$ cat src/core/otl_pkg.sv
package otl_pkg;

    // command codes of the management interface
    localparam logic [7:0] CMD_FAULT_LIMIT = 8'h4f;
    localparam logic [7:0] CMD_FAULT_ACTION = 8'h50;
    localparam logic [7:0] CMD_WARN_LIMIT = 8'h51;
    localparam logic [7:0] CMD_VENDOR_OVR = 8'he5;

    // linear word layout: exponent in [15:11], mantissa in [10:0]
    localparam int MANT_W = 11;
    localparam logic [4:0] EXP_FIXED = 5'h00;
    localparam int WARN_W = 8;

    // thresholds in whole degrees
    localparam logic [10:0] FAULT_LIMIT_RST = 11'h091;
    localparam logic [10:0] FAULT_LIMIT_MIN = 11'h078;
    localparam logic [10:0] FAULT_LIMIT_MAX = 11'h0a5;
    localparam logic [7:0] WARN_LIMIT_RST = 8'h78;
    localparam logic [10:0] WARN_FLOOR = 11'h064;
    localparam logic [10:0] WARN_OFFSET = 11'h019;
    localparam logic [11:0] HYST_DEG = 12'h014;

    // action register layout
    localparam int ACT_BIT = 7;
    localparam int ZERO_BIT = 6;
    localparam int RETRY_LSB = 3;
    localparam int RETRY_MSB_BIT = 5;
    localparam logic [7:0] ACTION_RST = 8'h3f;
    localparam logic [2:0] RETRY_NONE = 3'h0;
    localparam logic [2:0] RETRY_ENDLESS = 3'h7;

    // vendor override register
    localparam int OVR_BIT = 4;
    localparam logic [7:0] VENDOR_OVR_RST = 8'h00;

    // restart delay: seven soft-start rise times
    localparam int RETRY_RISE_TIMES = 7;
    localparam int TON_RISE_US = 3000;
    localparam int CLK_PERIOD_NS = 25;
    localparam int RISE_CYCLES_DEF = TON_RISE_US * 1000 / CLK_PERIOD_NS;
    localparam int DELAY_CNT_W = 24;

    typedef struct packed {
        logic act;
        logic zero;
        logic [2:0] retry;
        logic [2:0] delay;
    } otl_action_type;

    typedef struct packed {
        logic temp_fault_summary_bit;
        logic temp_fault_status_bit;
        logic temp_summary_bit;
        logic temp_warn_status_bit;
        logic comm_fault_summary_bit;
        logic invalid_data_bit;
    } otl_status_type;

    typedef enum logic [1:0] {
        RSP_RUN,
        RSP_LATCHED,
        RSP_DELAY,
        RSP_COOL
    } otl_resp_state_type;

endpackage : otl_pkg

$ cat src/core/otl_hyst.sv
`timescale 1ns/1ps
module otl_hyst
    import otl_pkg::*;
(
    input wire logic clk_i,
    input wire logic rst_b_i,
    input wire logic eval_i,
    input wire logic [10:0] temp_i,
    input wire logic [10:0] limit_i,
    output logic trip_o
);

    logic trip_q;
    logic trip_d;
    logic above;
    logic cooled;
    logic [11:0] release_lvl;

    // the warning limit may be written below the band without the override; clamp at zero
    assign release_lvl = ({1'b0, limit_i} > HYST_DEG) ?
                         ({1'b0, limit_i} - HYST_DEG) : 12'h000;
    assign above = temp_i > limit_i;
    assign cooled = {1'b0, temp_i} <= release_lvl;

    always_comb begin
        trip_d = trip_q;
        if (eval_i && above) begin
            trip_d = 1'b1;
        end else if (eval_i && cooled) begin
            trip_d = 1'b0;
        end
    end

    always_ff @(posedge clk_i or negedge rst_b_i) begin
        if (!rst_b_i) begin
            trip_q <= 1'b0;
        end else begin
            trip_q <= trip_d;
        end
    end

    assign trip_o = trip_q;

endmodule : otl_hyst

$ cat src/core/otl_overtemp.sv
// What this block does
// - fault threshold exponent is fixed zero, one degree per step
// - fault threshold defaults to 145, writes accepted from 120 to 165
// - temperature above fault threshold sets fault bits and raises alert
// - fault flag holds until temperature falls 20 below fault threshold
// - response defaults to ignore; bandgap faults always shut down
// - bandgap faults follow programmed retry and delay, never ignore
// - action register: act bit 7, zero bit 6, retry 5:3, delay 2:0
// - act clear: keep regulating, still set status, alert unless masked
// - act set: shut output down on fault, restart per retry field
// - retry 000: stay off until faults are cleared
// - retry 111: restart endlessly until off, power loss or other fault
// - retry writes other than 000/111 rejected with comm fault and alert
// - of retry and delay, only retry bit 5 is kept in nonvolatile store
// - delay bits are read-only copies of bit 5
// - delay 111 with retry 111 waits seven rise times before restart
// - delay 000 with retry 000 means no delay, output stays off
// - temperature above warning threshold sets warning bits and alert
// - warning flag holds until temperature falls 20 below warning level
// - warning at or above fault threshold rejected with comm fault
// - vendor override bit 4 disables the threshold ordering check
// - on restore, warning = max(fault - 25, 100)
// - warning word: upper byte zero, low byte writable, default 120
`timescale 1ns/1ps
module otl_overtemp
    import otl_pkg::*;
#(
    parameter int RISE_CYCLES = RISE_CYCLES_DEF
) (
    input wire logic clk_i,
    input wire logic rst_b_i,
    input wire logic cmd_wr_i,
    input wire logic cmd_rd_i,
    input wire logic [7:0] cmd_code_i,
    input wire logic [15:0] cmd_wdata_i,
    input wire logic clear_faults_i,
    input wire logic restore_i,
    input wire logic [10:0] nv_fault_limit_i,
    input wire logic nv_act_i,
    input wire logic nv_retry_i,
    input wire logic temp_valid_i,
    input wire logic [10:0] temp_i,
    input wire logic bandgap_ot_i,
    input wire logic run_cmd_i,
    input wire logic mask_temp_i,
    input wire logic mask_comm_i,
    output logic [15:0] rdata_o,
    output logic rvalid_o,
    output logic nv_retry_o,
    output logic output_enable_o,
    output logic soft_start_o,
    output otl_status_type status_o,
    output logic smbalert_o
);

    localparam logic [DELAY_CNT_W-1:0] DELAY_CYCLES =
        DELAY_CNT_W'(RETRY_RISE_TIMES * RISE_CYCLES);

    // registers
    logic [10:0] fault_limit_q;
    logic [10:0] fault_limit_d;
    logic [7:0] warn_limit_q;
    logic [7:0] warn_limit_d;
    logic act_q;
    logic act_d;
    logic retry_q;
    logic retry_d;
    logic [7:0] vendor_ovr_q;
    logic [7:0] vendor_ovr_d;
    otl_status_type status_q;
    otl_status_type status_d;
    logic [15:0] rdata_q;
    logic [15:0] rdata_d;
    logic rvalid_q;
    logic smbalert_q;
    logic smbalert_d;

    // bandgap detector level from the analog side
    logic bg_s1_q;
    logic bg_s2_q;
    logic bg_s3_q;
    logic bg_lvl_q;
    logic bg_lvl_d;

    // response sequencer
    otl_resp_state_type state_q;
    otl_resp_state_type state_d;
    logic [DELAY_CNT_W-1:0] delay_cnt_q;
    logic [DELAY_CNT_W-1:0] delay_cnt_d;
    logic out_en_q;
    logic out_en_d;
    logic soft_start_q;
    logic soft_start_d;
    logic fault_trip_prev_q;
    logic bg_prev_q;

    // decode
    logic wr_fault;
    logic wr_action;
    logic wr_warn;
    logic wr_vendor;
    logic override;
    logic [10:0] fault_wr_val;
    logic [7:0] warn_wr_val;
    logic [2:0] retry_wr_val;
    logic fault_range_ok;
    logic fault_order_ok;
    logic warn_order_ok;
    logic retry_ok;
    logic fault_accept;
    logic warn_accept;
    logic action_accept;
    logic reject;
    logic [10:0] restore_warn_raw;
    logic [7:0] restore_warn;
    otl_action_type action_view;

    // comparison flags
    logic fault_trip;
    logic warn_trip;
    logic fault_event;
    logic bg_event;
    logic shut_event;
    logic cool;

    function automatic logic cmd_hit(input logic [7:0] code,
                                     input logic [7:0] want);
        cmd_hit = (code == want);
    endfunction : cmd_hit

    assign wr_fault = cmd_wr_i && cmd_hit(cmd_code_i, CMD_FAULT_LIMIT);
    assign wr_action = cmd_wr_i && cmd_hit(cmd_code_i, CMD_FAULT_ACTION);
    assign wr_warn = cmd_wr_i && cmd_hit(cmd_code_i, CMD_WARN_LIMIT);
    assign wr_vendor = cmd_wr_i && cmd_hit(cmd_code_i, CMD_VENDOR_OVR);
    assign override = vendor_ovr_q[OVR_BIT];

    // exponent bits of a write are dropped, they are not writable
    assign fault_wr_val = cmd_wdata_i[MANT_W-1:0];
    // upper byte of the warning word is read-only
    assign warn_wr_val = cmd_wdata_i[WARN_W-1:0];
    assign retry_wr_val = cmd_wdata_i[RETRY_MSB_BIT:RETRY_LSB];

    assign fault_range_ok = (fault_wr_val >= FAULT_LIMIT_MIN) &&
                            (fault_wr_val <= FAULT_LIMIT_MAX);
    assign fault_order_ok = override ||
                            (fault_wr_val > {3'h0, warn_limit_q});
    assign warn_order_ok = override ||
                           ({3'h0, warn_wr_val} < fault_limit_q);
    assign retry_ok = (retry_wr_val == RETRY_NONE) ||
                      (retry_wr_val == RETRY_ENDLESS);

    assign fault_accept = wr_fault && fault_range_ok && fault_order_ok;
    assign warn_accept = wr_warn && warn_order_ok;
    assign action_accept = wr_action && retry_ok;
    assign reject = (wr_fault && !(fault_range_ok && fault_order_ok)) ||
                    (wr_warn && !warn_order_ok) ||
                    (wr_action && !retry_ok);

    // restored warning threshold tracks the stored fault threshold
    assign restore_warn_raw = (nv_fault_limit_i >= WARN_FLOOR + WARN_OFFSET)
                              ? (nv_fault_limit_i - WARN_OFFSET)
                              : WARN_FLOOR;
    assign restore_warn = restore_warn_raw[WARN_W-1:0];

    // delay field mirrors the single stored retry bit
    assign action_view = '{act: act_q, zero: 1'b0,
                           retry: {3{retry_q}},
                           delay: {3{retry_q}}};

    always_comb begin
        fault_limit_d = fault_limit_q;
        warn_limit_d = warn_limit_q;
        act_d = act_q;
        retry_d = retry_q;
        vendor_ovr_d = vendor_ovr_q;
        if (restore_i) begin
            fault_limit_d = nv_fault_limit_i;
            warn_limit_d = restore_warn;
            act_d = nv_act_i;
            retry_d = nv_retry_i;
        end else begin
            if (fault_accept) begin
                fault_limit_d = fault_wr_val;
            end
            if (warn_accept) begin
                warn_limit_d = warn_wr_val;
            end
            if (action_accept) begin
                act_d = cmd_wdata_i[ACT_BIT];
                retry_d = cmd_wdata_i[RETRY_MSB_BIT];
            end
            if (wr_vendor) begin
                vendor_ovr_d = cmd_wdata_i[7:0];
            end
        end
    end

    always_comb begin
        rdata_d = 16'h0000;
        if (cmd_hit(cmd_code_i, CMD_FAULT_LIMIT)) begin
            rdata_d = {EXP_FIXED, fault_limit_q};
        end else if (cmd_hit(cmd_code_i, CMD_FAULT_ACTION)) begin
            rdata_d = {8'h00, action_view};
        end else if (cmd_hit(cmd_code_i, CMD_WARN_LIMIT)) begin
            rdata_d = {8'h00, warn_limit_q};
        end else if (cmd_hit(cmd_code_i, CMD_VENDOR_OVR)) begin
            rdata_d = {8'h00, vendor_ovr_q};
        end
    end

    // hysteresis comparators, evaluated on each sample
    otl_hyst u_fault_hyst (
        .clk_i(clk_i),
        .rst_b_i(rst_b_i),
        .eval_i(temp_valid_i),
        .temp_i(temp_i),
        .limit_i(fault_limit_q),
        .trip_o(fault_trip)
    );

    otl_hyst u_warn_hyst (
        .clk_i(clk_i),
        .rst_b_i(rst_b_i),
        .eval_i(temp_valid_i),
        .temp_i(temp_i),
        .limit_i({3'h0, warn_limit_q}),
        .trip_o(warn_trip)
    );

    // a change counts once the second and third stages agree
    assign bg_lvl_d = (bg_s2_q == bg_s3_q) ? bg_s3_q : bg_lvl_q;

    assign fault_event = fault_trip && !fault_trip_prev_q;
    assign bg_event = bg_lvl_q && !bg_prev_q;
    // bandgap trips act regardless of the act bit
    assign shut_event = (fault_event && act_q) || bg_event;
    assign cool = !fault_trip && !bg_lvl_q;

    // status bits are sticky; a set in the clearing cycle wins
    always_comb begin
        status_d = status_q;
        if (clear_faults_i) begin
            status_d = '0;
        end
        if (fault_trip || bg_lvl_q) begin
            status_d.temp_fault_summary_bit = 1'b1;
            status_d.temp_fault_status_bit = 1'b1;
        end
        if (warn_trip) begin
            status_d.temp_summary_bit = 1'b1;
            status_d.temp_warn_status_bit = 1'b1;
        end
        if (reject) begin
            status_d.comm_fault_summary_bit = 1'b1;
            status_d.invalid_data_bit = 1'b1;
        end
    end

    // alert follows unmasked sticky status
    assign smbalert_d = (!mask_temp_i && (status_d.temp_fault_summary_bit ||
                                          status_d.temp_summary_bit)) ||
                        (!mask_comm_i && status_d.comm_fault_summary_bit);

    always_comb begin
        state_d = state_q;
        delay_cnt_d = delay_cnt_q;
        soft_start_d = 1'b0;
        unique case (state_q)
            RSP_RUN: begin
                // with act clear, a sensor fault leaves regulation alone
                if (shut_event) begin
                    if (retry_q) begin
                        state_d = RSP_DELAY;
                        delay_cnt_d = DELAY_CYCLES;
                    end else begin
                        state_d = RSP_LATCHED;
                    end
                end
            end
            RSP_LATCHED: begin
                // no restart delay applies; only a clear lets it run
                if (clear_faults_i) begin
                    state_d = RSP_RUN;
                end
            end
            RSP_DELAY: begin
                if (!run_cmd_i) begin
                    state_d = RSP_RUN;
                end else if (delay_cnt_q == '0) begin
                    state_d = RSP_COOL;
                end else begin
                    delay_cnt_d = delay_cnt_q - 1'b1;
                end
            end
            RSP_COOL: begin
                // a restart only once the part has cooled
                if (!run_cmd_i) begin
                    state_d = RSP_RUN;
                end else if (cool) begin
                    state_d = RSP_RUN;
                    soft_start_d = 1'b1;
                end
            end
        endcase
    end

    assign out_en_d = run_cmd_i && (state_d == RSP_RUN);

    always_ff @(posedge clk_i or negedge rst_b_i) begin
        if (!rst_b_i) begin
            fault_limit_q <= FAULT_LIMIT_RST;
            warn_limit_q <= WARN_LIMIT_RST;
            act_q <= ACTION_RST[ACT_BIT];
            retry_q <= ACTION_RST[RETRY_MSB_BIT];
            vendor_ovr_q <= VENDOR_OVR_RST;
        end else begin
            fault_limit_q <= fault_limit_d;
            warn_limit_q <= warn_limit_d;
            act_q <= act_d;
            retry_q <= retry_d;
            vendor_ovr_q <= vendor_ovr_d;
        end
    end

    always_ff @(posedge clk_i or negedge rst_b_i) begin
        if (!rst_b_i) begin
            status_q <= '0;
            smbalert_q <= 1'b0;
            rdata_q <= 16'h0000;
            rvalid_q <= 1'b0;
        end else begin
            status_q <= status_d;
            smbalert_q <= smbalert_d;
            rdata_q <= cmd_rd_i ? rdata_d : rdata_q;
            rvalid_q <= cmd_rd_i;
        end
    end

    // three-stage synchroniser for the bandgap detector
    always_ff @(posedge clk_i or negedge rst_b_i) begin
        if (!rst_b_i) begin
            bg_s1_q <= 1'b0;
            bg_s2_q <= 1'b0;
            bg_s3_q <= 1'b0;
            bg_lvl_q <= 1'b0;
        end else begin
            bg_s1_q <= bandgap_ot_i;
            bg_s2_q <= bg_s1_q;
            bg_s3_q <= bg_s2_q;
            bg_lvl_q <= bg_lvl_d;
        end
    end

    always_ff @(posedge clk_i or negedge rst_b_i) begin
        if (!rst_b_i) begin
            state_q <= RSP_RUN;
            delay_cnt_q <= '0;
            out_en_q <= 1'b0;
            soft_start_q <= 1'b0;
            fault_trip_prev_q <= 1'b0;
            bg_prev_q <= 1'b0;
        end else begin
            state_q <= state_d;
            delay_cnt_q <= delay_cnt_d;
            out_en_q <= out_en_d;
            soft_start_q <= soft_start_d;
            fault_trip_prev_q <= fault_trip;
            bg_prev_q <= bg_lvl_q;
        end
    end

    assign rdata_o = rdata_q;
    assign rvalid_o = rvalid_q;
    assign nv_retry_o = retry_q;
    assign output_enable_o = out_en_q;
    assign soft_start_o = soft_start_q;
    assign status_o = status_q;
    assign smbalert_o = smbalert_q;

endmodule : otl_overtemp

$ cat config.mk
export PLATFORM = sky130hd
export DESIGN_NAME = otl_overtemp
export DESIGN_NICKNAME = d
export VERILOG_FILES = /design/src/core/otl_pkg.sv /design/src/core/otl_hyst.sv /design/src/core/otl_overtemp.sv
export SDC_FILE = /design/constraint.sdc
export NUM_CORES = 1
export LEC_CHECK = 0
export ABC_AREA = 1
export BUFFER_PORTS_ARGS = -buffer_cell sky130_fd_sc_hd__buf_2
export CORE_MARGIN = 3
export CORE_UTILIZATION = 35
export DETAILED_ROUTE_END_ITERATION = 10
export GPL_ROUTABILITY_DRIVEN = 0
export SKIP_LAST_GASP = 1
export SYNTH_ARGS = -nofsm -noshare
export SYNTH_HDL_FRONTEND = slang
export SYNTH_SLANG_ARGS = --single-unit
$ cat constraint.sdc
create_clock -name clk_i -period 3.5 [get_ports clk_i]
set_input_delay 0.7 -clock clk_i [delete_from_list [all_inputs] [get_ports clk_i]]
set_output_delay 0.7 -clock clk_i [all_outputs]
set_load 0.005 [all_outputs]
==> flow_metrics.tcl <==
set metrics [dict create \
    final_cells 1149 \
    synthFlopType "dfrtp_1" \
    ctsResizeCount 0 \
    start_kind "flip-flop" \
    avgRoutedWirePerCell_um 14.9 \
    drive_gt1_frac 0.132 \
    numPortBuffers 75 \
    design_area_sq_um 7020 \
    cts.path.max_buffers 2 \
    crit_fanout 9 \
    drcViolationCount 0 \
    path_cells "inv_1 -> ha_1 -> nor2_1 -> inv_1 -> o21ai_0 -> or2_2 -> o21ai_0 -> ha_1 -> nand2_1 -> nor2_1 -> o21ai_0 -> nand3_1 -> nand2_1 -> nand2_1 -> nand2_1 -> nand2_1 -> nand2_1 -> nand2_1 -> nand2_1 -> nand2_1" \
    arrival_ps 3030 \
    required_ps 3780 \
    cts_sinks 84 \
    synth_area_sq_um 6150 \
    fin_tns_setup_ps 0 \
    p_total_mw 3.27 \
    grt_pass1_wl_mm 28.2 \
    max-cap-violations 0 \
    ioPinCount 86 \
    grt_use_total 0.181 \
    ir_worst_vdd_mv 0.256 \
    status "complete, no violations" \
    rows 47 \
    synth_cell_types 47 \
    dpl_cell_area_sq_um 6720 \
    setup_ws_ps 755 \
    num_vias 5708 \
    ctsRootBufferMaster "clkbuf_16" \
    finalCritPeriodShare 0.784 \
    grt_pass1_vias 5434 \
    end_kind "flip-flop" \
    report.final.slew_viol_count 0 \
    path_class "flip-flop to flip-flop" \
    hold_slack_ps 316 \
    finalNetCount 1045 \
    cts_made_buffers 9 \
    synth_edf_count 0 \
    area_growth_pct 14.2 \
    fin_util 0.416 \
    tightest_slew_ps 810 \
    fmax_ghz 0.364 \
    via_per_inst 4.97 \
    synthCells 851 \
    diodes 0 \
    timing.rr.start "fault_limit_q[2]" \
    rsz0062_at_grt "no" \
    finalSetupViolCount 0 \
    skew_ps 6.02 \
    postSynthAreaPerCell_sq_um 7.23 \
    holdBufCountCts 0 \
    hpwl_mm 13.8 \
    hold_violations 0 \
    preCtsSetupSlack_ps 750 \
    wl_mm 17.1 \
    critPathMaxStageDelay_ps 380 \
    cts_tree "built" \
    die_w_um 139 \
    dieArea_sq_um 19200 \
    initial_core_util 0.364 \
    hold_class "primary input to async pin" \
    drtIter0Drc 308 \
    seq_area_frac_synth 0.343 \
    cp_common_cell "nand2_1" \
    cts-htree-levels 3 \
    cts_setup_buffers 0 \
    grt_max_degree 34 \
    antenna_found_initial 0 \
    critPathSlowestCell "dfrtp_1" \
    die_h_um 139 \
    synth-seq-cells 84 \
    drt-pass1-iter-count 7 \
    antenna_left 0 \
    min_period_ps 2740 \
    grt-ovfl-total 0 \
    core_area_sq_um 16900 \
    dp_cells 1133 \
    relSlewSlack 0.455 \
    powerDensity_nw_per_um2 466 \
    cts.clk_slew.worst_paths_ps 60 \
    critPathLaunch "fault_limit_q[2]" \
    yosys_warnings 0 \
    clk_latency_ps 340 \
    synth-async-reset-ratio 1.00 \
    p_leak_nw 3.53 \
]
cell type report:
type                            count  area, sq um
Sequential cell                    84         2110
Inverter                          113          427
Clock buffer                       14          264
Tap cell                          220          275
Clock inverter                      2         35.0
Timing Repair Buffer               78          400
Fill cell                        1763         9860
Multi-Input combinational cell    638         3510
worst max-delay path, delay by kind of cell (launching register included):
family | cells | cell delay [ps]
DFF | 1 | 380
and+or+nand+nor | 13 | 1080
adders and majority gates | 2 | 540
AOI/OAI and AO/OA | 3 | 430
buffers and inverters | 2 | 220
kinds of logic after synthesis:
group | share of synthesized area
buffers and inverters | 0.0885
other | 0.000610
adders and majority gates | 0.128
xor gates and xnor gates | 0.0157
and+or+nand+nor | 0.294
DFF | 0.343
AOI/OAI and AO/OA | 0.130
placed cells by master (no fill, tap or decap), types with 5 or more instances in the layout:
cell type	instances
a211oi_1	6
a21oi_1	32
buf_2	74
clkbuf_16	9
conb_1	5
dfrtp_1	76
dfstp_2	8
ha_1	62
inv_1	110
nand2_1	217
nand2_2	5
nand3_1	62
nand3b_1	7
nand4_1	15
nor2_1	70
nor2_2	6
nor3_1	15
o21ai_0	72
o21ai_1	9
o22ai_1	8
o31ai_1	9
or2_2	5
xor2_1	8
layer usage:
metal,up-vias,global-route usage,part of all wire
met2,125,0.287,0.45
li1,2953,-,-
met1,2613,0.255,0.49
met5,-,0,0
met4,0,0.0432,0.016
met3,17,0.0362,0.042
state kept, by name, indices dropped and copies added (netlist names):
| signal | cells |
|---|---|
| bg_prev_q | 1 |
| act_q | 1 |
| bg_s1_q | 1 |
| vendor_ovr_q | 8 |
| u_fault_hyst.trip_o | 1 |
| rdata_o | 11 |
| bg_s2_q | 1 |
| bg_s3_q | 1 |
| status_o | 6 |
| soft_start_o | 1 |
| warn_limit_q | 8 |
| state_q | 2 |
| fault_limit_q | 11 |
| delay_cnt_q | 24 |
| output_enable_o | 1 |
| rvalid_o | 1 |
| nv_retry_o | 1 |
| u_warn_hyst.trip_o | 1 |
| bg_lvl_q | 1 |
| smbalert_o | 1 |
| fault_trip_prev_q | 1 |
worst paths after layout:
path | to | slack [ps] | cells after the start
max | u_fault_hyst.trip_o | 760 | 20
min | rvalid_o | 320 | 1
max reg2reg | u_fault_hyst.trip_o | 760 | 20
min reg2reg | bg_s2_q | 370 | 0
max in group asynchronous | status_o[4] | 2390 | 2
min in group clk_i | bg_s2_q | 370 | 0
cells in the mapped netlist (7+ instances only):
master / count / area share
o21ai_1: 9 / 0.0073
nand3_1: 62 / 0.050
nand2_1: 217 / 0.13
clkbuf_1: 7 / 0.0043
nand4_1: 15 / 0.015
nor3_1: 15 / 0.012
xor2_1: 8 / 0.011
dfstp_2: 8 / 0.034
ha_1: 62 / 0.13
o21ai_0: 72 / 0.059
inv_1: 110 / 0.067
dfrtp_1: 76 / 0.31
nand3b_1: 7 / 0.0085
o22ai_1: 8 / 0.0081
o31ai_1: 9 / 0.011
a21oi_1: 32 / 0.026
nor2_1: 70 / 0.043
power breakdown:
| group | leakage [nW] | internal [mW] | switching (mW) |
|---|---|---|---|
| sequential | 1.04 | 1.10 | 0.0999 |
| combinational | 2.34 | 0.363 | 0.737 |
| clock | 0.147 | 0.592 | 0.383 |
(Power assumes the default switching activity.)
